### config.mk
export PLATFORM = sky130hd
export DESIGN_NAME = modem_format_channel_config
export DESIGN_NICKNAME = d
export VERILOG_FILES = /design/src/modem_cfg_pkg.sv /design/src/channel_freq_calc.sv /design/src/modem_format_channel_config.sv
export VERILOG_INCLUDE_DIRS = /design/src
export SDC_FILE = /design/constraint.sdc
export NUM_CORES = 1
export LEC_CHECK = 0
export BUFFER_PORTS_ARGS = -buffer_cell sky130_fd_sc_hd__buf_2
export CAP_MARGIN = 20
export CORE_MARGIN = 2
export CORE_UTILIZATION = 40
export CTS_CLUSTER_DIAMETER = 60
export DETAILED_ROUTE_END_ITERATION = 10
export GPL_TIMING_DRIVEN = 0
export PLACE_DENSITY = 0.74
export SLEW_MARGIN = 10
export SYNTH_ARGS = -nofsm -noshare
export SYNTH_HDL_FRONTEND = slang
export SYNTH_HIERARCHICAL = 1
export SYNTH_SLANG_ARGS = --single-unit
### constraint.sdc
create_clock -name aclk -period 4.9 [get_ports aclk]
set_clock_uncertainty 0.1 [all_clocks]
set_input_delay 0.98 -clock aclk [delete_from_list [all_inputs] [get_ports aclk]]
set_output_delay 0.98 -clock aclk [all_outputs]
set_load 0.05 [all_outputs]
### src/modem_cfg_defines.svh
`ifndef MODEM_CFG_DEFINES_SVH
`define MODEM_CFG_DEFINES_SVH

// ****************************************
// Register indices and byte addresses (index times four)
// ****************************************
`define IDX_CHANNEL_NUMBER        8'h0A
`define IDX_MODULATION_SYNC       8'h12
`define IDX_PREAMBLE_SPACING_EXP  8'h13
`define IDX_SPACING_MANTISSA      8'h14
`define ADDR_CHANNEL_NUMBER       12'h028
`define ADDR_MODULATION_SYNC      12'h048
`define ADDR_PREAMBLE_SPACING_EXP 12'h04C
`define ADDR_SPACING_MANTISSA     12'h050
`define ADDR_BASE_FREQ            12'h054
`define ADDR_SYNTH_FREQ           12'h058

// ****************************************
// Field positions
// ****************************************
`define MOD_SEL_MSB   6
`define MOD_SEL_LSB   4
`define MANCH_BIT     3
`define SYNC_MSB      2
`define SYNC_LSB      0
`define PREAM_MSB     6
`define PREAM_LSB     4
`define SPC_EXP_MSB   1
`define SPC_EXP_LSB   0

// ****************************************
// Reset values
// ****************************************
`define RST_MODULATION_SYNC      8'h02
`define RST_PREAMBLE_SPACING_EXP 8'h22
`define RST_SPACING_MANTISSA     8'hF8
`define RST_CHANNEL_NUMBER       8'h00
`define RST_BASE_FREQ            24'h1EC4EC

// ****************************************
// Spacing arithmetic
// ****************************************
`define SPC_HIDDEN_ONE 9'h100
`define SPC_SHIFT      18
`define BASE_SHIFT     16
`define AXI_OKAY       2'b00
`define AXI_SLVERR     2'b10

`endif

### src/modem_cfg_pkg.sv
package modem_cfg_pkg;
  typedef enum logic [2:0] {
    MOD_2FSK = 3'h0,
    MOD_GFSK = 3'h1,
    MOD_OOK  = 3'h3,
    MOD_4FSK = 3'h4
  } modulation_t;
  typedef enum logic [2:0] {
    SYNC_NONE = 3'h0,
    SYNC_16   = 3'h1,
    SYNC_32   = 3'h3
  } sync_mode_t;
  typedef logic [7:0] reg_byte_t;
endpackage

### src/channel_freq_calc.sv
`timescale 1ns/10ps
`include "modem_cfg_defines.svh"

// ****************************************
// Channel spacing and synthesizer frequency
// ****************************************
// Results are in units of fxosc/2^18 so no precision is lost.
// Base counts in steps four times coarser, hence its two-bit shift.
module channel_freq_calc (
  input  wire logic        aclk,
  input  wire logic        aresetn,
  input  wire logic [7:0]  spacing_mantissa,
  input  wire logic [1:0]  spacing_exponent,
  input  wire logic [7:0]  channel_number,
  input  wire logic [23:0] base_freq,
  output logic      [11:0] spacing_word,
  output logic      [27:0] synth_word
);
  logic [11:0] spacing_ff;
  logic [11:0] nxt_spacing;
  logic [27:0] synth_ff;
  logic [27:0] nxt_synth;
  logic [19:0] product;

  always_comb begin
    nxt_spacing = 12'({`SPC_HIDDEN_ONE + {1'b0, spacing_mantissa}}) << spacing_exponent;
    product     = spacing_ff * channel_number;
    nxt_synth   = {2'b00, base_freq, 2'b00} + {8'h00, product};
  end

  always_ff @(posedge aclk) begin
    if (!aresetn) begin
      spacing_ff <= 12'h000;
      synth_ff   <= 28'h0000000;
    end else begin
      spacing_ff <= nxt_spacing;
      synth_ff   <= nxt_synth;
    end
  end

  assign spacing_word = spacing_ff;
  assign synth_word   = synth_ff;
endmodule // channel_freq_calc

### src/modem_format_channel_config.sv
// Functional notes
// - Three-bit modulation select, reset 2-FSK
// - Three-bit sync mode select, reset two
// - Minimum preamble bytes from three-bit code
// - Spacing exponent low bits, reset binary 10
// - Spacing from mantissa plus 256, exponent shift
// - Synth frequency is base plus channel number times spacing
// - Spacing mantissa resets to F8
// - Eight-bit channel number register, reset zero
`timescale 1ns/10ps
`include "modem_cfg_defines.svh"

module modem_format_channel_config (
  input  wire logic                       aclk,
  input  wire logic                       aresetn,
  input  wire logic [11:0]                s_axi_awaddr,
  input  wire logic                       s_axi_awvalid,
  output logic                            s_axi_awready,
  input  wire logic [31:0]                s_axi_wdata,
  input  wire logic [3:0]                 s_axi_wstrb,
  input  wire logic                       s_axi_wvalid,
  output logic                            s_axi_wready,
  output logic [1:0]                      s_axi_bresp,
  output logic                            s_axi_bvalid,
  input  wire logic                       s_axi_bready,
  input  wire logic [11:0]                s_axi_araddr,
  input  wire logic                       s_axi_arvalid,
  output logic                            s_axi_arready,
  output logic [31:0]                     s_axi_rdata,
  output logic [1:0]                      s_axi_rresp,
  output logic                            s_axi_rvalid,
  input  wire logic                       s_axi_rready,
  output modem_cfg_pkg::modulation_t      modulation_select,
  output logic                            manchester_enable,
  output modem_cfg_pkg::sync_mode_t       sync_mode,
  output logic [4:0]                      min_preamble_bytes,
  output logic [1:0]                      spacing_exponent,
  output logic [7:0]                      spacing_mantissa,
  output logic [7:0]                      channel_number,
  output logic [27:0]                     synth_word
);
  import modem_cfg_pkg::*;

  // ****************************************
  // Register state
  // ****************************************
  reg_byte_t   mod_sync_ff;
  reg_byte_t   nxt_mod_sync;
  reg_byte_t   pream_exp_ff;
  reg_byte_t   nxt_pream_exp;
  reg_byte_t   mantissa_ff;
  reg_byte_t   nxt_mantissa;
  reg_byte_t   channel_number_ff;
  reg_byte_t   nxt_channel_number;
  logic [23:0] base_ff;
  logic [23:0] nxt_base;

  // ****************************************
  // AXI handshake state
  // ****************************************
  logic        aw_held_ff;
  logic        nxt_aw_held;
  logic [11:0] awaddr_ff;
  logic [11:0] nxt_awaddr;
  logic        w_held_ff;
  logic        nxt_w_held;
  logic [31:0] wdata_ff;
  logic [31:0] nxt_wdata;
  logic [3:0]  wstrb_ff;
  logic [3:0]  nxt_wstrb;
  logic        bvalid_ff;
  logic        nxt_bvalid;
  logic [1:0]  bresp_ff;
  logic [1:0]  nxt_bresp;
  logic        rvalid_ff;
  logic        nxt_rvalid;
  logic [31:0] rdata_ff;
  logic [31:0] nxt_rdata;
  logic [1:0]  rresp_ff;
  logic [1:0]  nxt_rresp;
  logic [2:0]  base_lane_we;
  logic        do_write;

  function automatic logic addr_mapped(input logic [11:0] a);
    case (a)
      `ADDR_CHANNEL_NUMBER, `ADDR_MODULATION_SYNC, `ADDR_PREAMBLE_SPACING_EXP,
      `ADDR_SPACING_MANTISSA, `ADDR_BASE_FREQ, `ADDR_SYNTH_FREQ: addr_mapped = 1'b1;
      default: addr_mapped = 1'b0;
    endcase
  endfunction

  // Code-to-bytes table, fixed by the field encoding
  function automatic logic [4:0] preamble_bytes(input logic [2:0] code);
    case (code)
      3'h0:    preamble_bytes = 5'h02;
      3'h1:    preamble_bytes = 5'h03;
      3'h2:    preamble_bytes = 5'h04;
      3'h3:    preamble_bytes = 5'h06;
      3'h4:    preamble_bytes = 5'h08;
      3'h5:    preamble_bytes = 5'h0C;
      3'h6:    preamble_bytes = 5'h10;
      default: preamble_bytes = 5'h18;
    endcase
  endfunction

  // Synth word is a result, not a setting, so writes to it are refused
  function automatic logic reg_writable(input logic [11:0] a);
    reg_writable = addr_mapped(a) && a != `ADDR_SYNTH_FREQ;
  endfunction

  // ****************************************
  // Channel readies
  // ****************************************
  // Both write channels stall while a response waits: one write in flight
  assign s_axi_awready = !aw_held_ff && !bvalid_ff;
  assign s_axi_wready  = !w_held_ff && !bvalid_ff;
  assign s_axi_arready = !rvalid_ff;
  assign do_write      = aw_held_ff && w_held_ff && !bvalid_ff;

  // ****************************************
  // Write channel
  // ****************************************
  // Address and data are parked apart, so either may arrive first
  always_comb begin
    nxt_aw_held = aw_held_ff;
    nxt_awaddr  = awaddr_ff;
    nxt_w_held  = w_held_ff;
    nxt_wdata   = wdata_ff;
    nxt_wstrb   = wstrb_ff;
    nxt_bvalid  = bvalid_ff;
    nxt_bresp   = bresp_ff;
    if (s_axi_awvalid && s_axi_awready) begin
      nxt_aw_held = 1'b1;
      nxt_awaddr  = s_axi_awaddr;
    end
    if (s_axi_wvalid && s_axi_wready) begin
      nxt_w_held = 1'b1;
      nxt_wdata  = s_axi_wdata;
      nxt_wstrb  = s_axi_wstrb;
    end
    if (do_write) begin
      nxt_aw_held = 1'b0;
      nxt_w_held  = 1'b0;
      nxt_bvalid  = 1'b1;
      nxt_bresp   = reg_writable(awaddr_ff) ? `AXI_OKAY : `AXI_SLVERR;
    end
    if (bvalid_ff && s_axi_bready) begin
      nxt_bvalid = 1'b0;
    end
  end

  always_ff @(posedge aclk) begin
    if (!aresetn) begin
      aw_held_ff <= 1'b0;
      awaddr_ff  <= 12'h000;
      w_held_ff  <= 1'b0;
      wdata_ff   <= 32'h00000000;
      wstrb_ff   <= 4'h0;
      bvalid_ff  <= 1'b0;
      bresp_ff   <= 2'b00;
    end else begin
      aw_held_ff <= nxt_aw_held;
      awaddr_ff  <= nxt_awaddr;
      w_held_ff  <= nxt_w_held;
      wdata_ff   <= nxt_wdata;
      wstrb_ff   <= nxt_wstrb;
      bvalid_ff  <= nxt_bvalid;
      bresp_ff   <= nxt_bresp;
    end
  end

  // ****************************************
  // Base frequency byte lanes
  // ****************************************
  // Lane 3 has no storage behind it, so its strobe is ignored
  // A lane only moves when its strobe is set, so partial writes are safe
  generate
    for (genvar g = 0; g < 3; g++) begin : g_base_lane
      assign base_lane_we[g] = do_write && awaddr_ff == `ADDR_BASE_FREQ && wstrb_ff[g];
    end
  endgenerate

  // ****************************************
  // Register bank
  // ****************************************
  always_comb begin
    nxt_mod_sync  = mod_sync_ff;
    nxt_pream_exp = pream_exp_ff;
    nxt_mantissa  = mantissa_ff;
    nxt_channel_number      = channel_number_ff;
    nxt_base      = base_ff;
    if (do_write && wstrb_ff[0]) begin
      case (awaddr_ff)
        // Manchester with async or 4-FSK is not blocked here; host must avoid it
        `ADDR_MODULATION_SYNC:      nxt_mod_sync = wdata_ff[7:0];
        `ADDR_PREAMBLE_SPACING_EXP: nxt_pream_exp = {wdata_ff[7:4], 2'b00, wdata_ff[1:0]};
        `ADDR_SPACING_MANTISSA:     nxt_mantissa = wdata_ff[7:0];
        `ADDR_CHANNEL_NUMBER:       nxt_channel_number = wdata_ff[7:0];
        default:                    nxt_base = base_ff;
      endcase
    end
    if (base_lane_we[0]) begin
      nxt_base[7:0] = wdata_ff[7:0];
    end
    if (base_lane_we[1]) begin
      nxt_base[15:8] = wdata_ff[15:8];
    end
    // Top two bits stay zero for the usual crystals
    if (base_lane_we[2]) begin
      nxt_base[21:16] = wdata_ff[21:16];
    end
  end

  always_ff @(posedge aclk) begin
    // Reset gives 2-FSK, sync code two and four preamble bytes
    if (!aresetn) begin
      mod_sync_ff  <= `RST_MODULATION_SYNC;
      pream_exp_ff <= `RST_PREAMBLE_SPACING_EXP;
      mantissa_ff  <= `RST_SPACING_MANTISSA;
      channel_number_ff      <= `RST_CHANNEL_NUMBER;
      base_ff      <= `RST_BASE_FREQ;
    end else begin
      mod_sync_ff  <= nxt_mod_sync;
      pream_exp_ff <= nxt_pream_exp;
      mantissa_ff  <= nxt_mantissa;
      channel_number_ff      <= nxt_channel_number;
      base_ff      <= nxt_base;
    end
  end

  // ****************************************
  // Read path
  // ****************************************
  always_comb begin
    nxt_rvalid = rvalid_ff;
    nxt_rdata  = rdata_ff;
    nxt_rresp  = rresp_ff;
    if (s_axi_arvalid && s_axi_arready) begin
      nxt_rvalid = 1'b1;
      nxt_rresp  = addr_mapped(s_axi_araddr) ? `AXI_OKAY : `AXI_SLVERR;
      case (s_axi_araddr)
        `ADDR_MODULATION_SYNC:      nxt_rdata = {24'h000000, mod_sync_ff};
        `ADDR_PREAMBLE_SPACING_EXP: nxt_rdata = {24'h000000, pream_exp_ff};
        `ADDR_SPACING_MANTISSA:     nxt_rdata = {24'h000000, mantissa_ff};
        `ADDR_CHANNEL_NUMBER:       nxt_rdata = {24'h000000, channel_number_ff};
        `ADDR_BASE_FREQ:            nxt_rdata = {8'h00, base_ff};
        `ADDR_SYNTH_FREQ:           nxt_rdata = {4'h0, synth_word};
        default:                    nxt_rdata = 32'h00000000;
      endcase
    end else if (rvalid_ff && s_axi_rready) begin
      nxt_rvalid = 1'b0;
    end
  end

  // Read data is held until taken, so a slow master loses nothing
  always_ff @(posedge aclk) begin
    if (!aresetn) begin
      rvalid_ff <= 1'b0;
      rdata_ff  <= 32'h00000000;
      rresp_ff  <= 2'b00;
    end else begin
      rvalid_ff <= nxt_rvalid;
      rdata_ff  <= nxt_rdata;
      rresp_ff  <= nxt_rresp;
    end
  end

  // ****************************************
  // Response outputs
  // ****************************************
  assign s_axi_bvalid = bvalid_ff;
  assign s_axi_bresp  = bresp_ff;
  assign s_axi_rvalid = rvalid_ff;
  assign s_axi_rdata  = rdata_ff;
  assign s_axi_rresp  = rresp_ff;

  // ****************************************
  // Field outputs
  // ****************************************
  // Reserved codes pass through as-is; their effect is left undefined
  assign modulation_select  = modulation_t'(mod_sync_ff[`MOD_SEL_MSB:`MOD_SEL_LSB]);
  assign manchester_enable  = mod_sync_ff[`MANCH_BIT];
  assign sync_mode          = sync_mode_t'(mod_sync_ff[`SYNC_MSB:`SYNC_LSB]);
  assign min_preamble_bytes = preamble_bytes(pream_exp_ff[`PREAM_MSB:`PREAM_LSB]);
  assign spacing_exponent   = pream_exp_ff[`SPC_EXP_MSB:`SPC_EXP_LSB];
  assign spacing_mantissa   = mantissa_ff;
  assign channel_number     = channel_number_ff;

  // ****************************************
  // Spacing and synthesizer word
  // ****************************************
  // Two register stages: the result trails a spacing change by two cycles, a base or channel change by one
  channel_freq_calc u_freq (
    .aclk             (aclk),
    .aresetn          (aresetn),
    .spacing_mantissa (mantissa_ff),
    .spacing_exponent (pream_exp_ff[`SPC_EXP_MSB:`SPC_EXP_LSB]),
    .channel_number   (channel_number_ff),
    .base_freq        (base_ff),
    .spacing_word     (),
    .synth_word       (synth_word)
  );
endmodule // modem_format_channel_config

==> reports/qor.yml <==
syn_area_sq_um: 10200
ys_warn_count: 6
htree_levels: 4
wl_met2_mm: 13.5
synthMuxAreaShare_pct: 6.38
min_from: "s_axi_rdata[2]"
max_slew_margin_pct: 21.1
nNetsFinal: 1540
drtIter0Drc: 684
end_kind: "flip-flop"
io_buffers: 146
critPathRequiredTime_ns: 5.16
drv_cap: 0
wl_met3_mm: 2.36
slew_violations: 0
antenna_found_initial: 0
reg2reg_slack_ns: 0.12
cts_tree: "yes"
drive_above_1_share_pct: 18.7
yosysSeqAreaShare_pct: 31.9
clock_latency_ns: 0.43
coreArea_sq_um: 25100
start_util_pct: 40.5
synth-main-ff-cell: "dfxtp_1"
dp_hpwl_mm: 23.0
reg2reg_depth: 14
avgSynthCellArea_sq_um: 8.69
grt_max_degree: 17
critPathLaunchType: "flip-flop"
synth-seq-cells: 162
ant_nets: 0
synthArstFlopShare_pct: 0
grt_pass1_vias: 8645
cts.sinks: 162
synth_xor_area_share_pct: 0.516
min_period_ns: 4.78
area_delta_synth_final_pct: 19.6
top_layer_used: "met4"
outcome: "finished, final reports clean"
ios: 166
setup-violations-final: 0
ir_worst_vdd_mv: 0.204
drt-met1-wl_mm: 13.5
wire_per_inst_um: 17.7
drt_pass1_iterations: 8
die_h_um: 164
rsz0062_at_grt: "false"
drt_wl_total_mm: 30.1
clk_path_buf_depth: 2
fin_ws_ns: 0.118
overflow: 0
synth_edf_count: 0
p_leak_nw: 5.80
synthCells: 1171
vias_per_cell: 5.32
synth_compound_area_share_pct: 12.3
tightest_slew_ns: 1.17
hold_class: "reg -> reg"
grt_pass1_wl_mm: 47.1
grt_use_total_pct: 22.8
dp_slack_ns: -0.384
drc_errors: 0
fin_crit_sh_pct: 97.6
pwr_density_cell_nw_per_um2: 247
crit_arrival_ns: 5.05
cp_max_fo: 10
holdPathStages: 2
synth_top_family_by_area: "simple AND/OR/NAND/NOR gates"
place_congestion: 0.920
finalHoldViolCount: 0
post_synth_and_or_nand_nor_area_fraction_pct: 20.4
worstReg2RegStart: "channel_number[7]"
synthAdderAreaFrac_pct: 20.3
root_buffer: "clkbuf_16"
cts_made_buffers: 17
clk_pin_slew_worst_paths_ns: 0.07
dieWidth_um: 164
fillCellCount: 2387
max_freq_mhz: 209
criticalPathCategory: "reg -> reg"
min_delay_worst_endpoint: "s_axi_rdata[2]"
vias: 9024
finalPower_w: 0.00300
ys_types: 69
r2r-end: "u_freq/synth_word[21]"
rows: 58
n_antenna_cell: 0
dieArea_sq_um: 26700
cells in the mapped netlist (all sizes together) (17+ instances only):
master	instances	area share (%)
mux2i	57	5.6
nor2	70	2.6
nand2	178	6.6
ha	42	5.2
and3	17	1.0
a21oi	78	3.9
nand3	24	1.3
dfxtp	162	32
and2	72	4.4
clkbuf	52	1.9
buf	18	1.3
fa	77	15
inv	134	4.9
o21ai	22	1.1
per-layer routing:
layer | track usage, % | vias to the layer above
met5 | 0 | -
met4 | 6.54 | 0
met3 | 3.17 | 56
met2 | 35.7 | 384
met1 | 32.9 | 4381
li1 | - | 4203
worst max-delay path, stage by stage, from the launching register on:
cell and delay, ns:
dfxtp_4 0.38, buf_6 0.15, and2_1 0.15, fa_1 0.50, fa_1 0.52, fa_1 0.54, inv_1 0.06, fa_1 0.53
inv_1 0.04, ha_1 0.38, a21oi_2 0.25, o21ai_1 0.18, o21bai_1 0.29, a221oi_1 0.39, mux2i_1 0.23
per-stage QoR:
stage	utilization (%)	cell area, sq um	hold slack (ns)	std cells	TNS [ns]
2_1_floorplan	-	10200	0.331	1182	0
3_3_place_gp	45.3	11400	0.342	1658	-2.06
3_5_place_dp	45.3	11400	0.347	1658	-2.54
4_1_cts	47.8	12000	0.355	1689	-0.0382
5_1_grt	48.5	12200	0.373	1697	0
6_report	48.5	12200	0.355	1697	0
cells in the final DEF, fill, tap and decap left out, types with 5 or more instances in the layout:
| cell | instances |
|---|---|
| nor2_1 | 70 |
| nand2_1 | 178 |
| dfxtp_1 | 149 |
| o21ai_0 | 15 |
| conb_1 | 13 |
| nand3_1 | 22 |
| and3_1 | 17 |
| nor3_1 | 12 |
| a21oi_1 | 74 |
| clkbuf_16 | 17 |
| xnor2_1 | 6 |
| o21ai_1 | 7 |
| dfxtp_4 | 8 |
| fa_1 | 76 |
| dfxtp_2 | 5 |
| o21a_1 | 5 |
| buf_4 | 28 |
| nand4_1 | 8 |
| a22oi_1 | 12 |
| and2_1 | 72 |
| a221o_1 | 13 |
| ha_1 | 39 |
| nand2b_1 | 12 |
| clkbuf_1 | 43 |
| inv_1 | 133 |
| a21o_1 | 5 |
| a211oi_1 | 15 |
| buf_2 | 149 |
| nor2b_1 | 9 |
| mux2i_1 | 57 |
how the worst max path moves through the flow:
stage / from / endpoint / slack, ns / depth (start not counted)
after floorplan: channel_number[3] / u_freq/synth_word[22] / 0.02 / 16
after global placement: channel_number[0] / u_freq/synth_word[22] / -0.32 / 17
after detailed placement: channel_number[0] / u_freq/synth_word[22] / -0.38 / 17
after CTS: channel_number[1] / u_freq/synth_word[22] / -0.04 / 17
after global routing: channel_number[1] / u_freq/synth_word[22] / 0.008 / 16
final: channel_number[7] / u_freq/synth_word[21] / 0.12 / 14
layout make-up:
type	instances	area [sq um]	share of cell area, %
clock buffers	21	470	3.87
inverters	134	503	4.13
flip-flops and latches	162	3280	26.9
multi-input cells	816	6230	51.2
well taps	330	413	3.39
repair buffers	158	821	6.74
clock inverters	11	118	0.966
plain buffers	65	338	2.78
state kept, by name, indices dropped and copies added (netlist names), 8 cells and up:
register / flops
spacing_mantissa: 8
s_axi_rdata: 28
channel_number: 8
wdata_ff: 22
base_ff: 22
mod_sync_ff: 8
awaddr_ff: 12
u_freq/spacing_word: 12
u_freq/synth_word: 27
logic make-up (layout without fill, tap and decap cells):
kind of cell / count (synthesis) / in the layout
adder cells (fa/ha/maj): 119 / 119
buffers and inverters: 204 / 389
AO/OA/AOI/OAI: 190 / 190
other: 2 / 13
multiplexers: 62 / 62
AND/OR/NAND/NOR: 426 / 426
XOR/XNOR: 6 / 6
flip-flops: 162 / 162
where the power goes:
part	internal, W	switching [W]
combinational	0.0000751	0.000192
sequential	0.00135	0.0000376
clock	0.000755	0.000592
total	0.00218	0.000822
timing repair:
action                                  CTS  global route
endpoints found under the setup margin   12            12
pin swaps                                 1             4
gates resized for setup                  15            39
hold buffers                              0             0
setup buffers                             1            11
No activity file was read; power rests on OpenSTA's default activity.
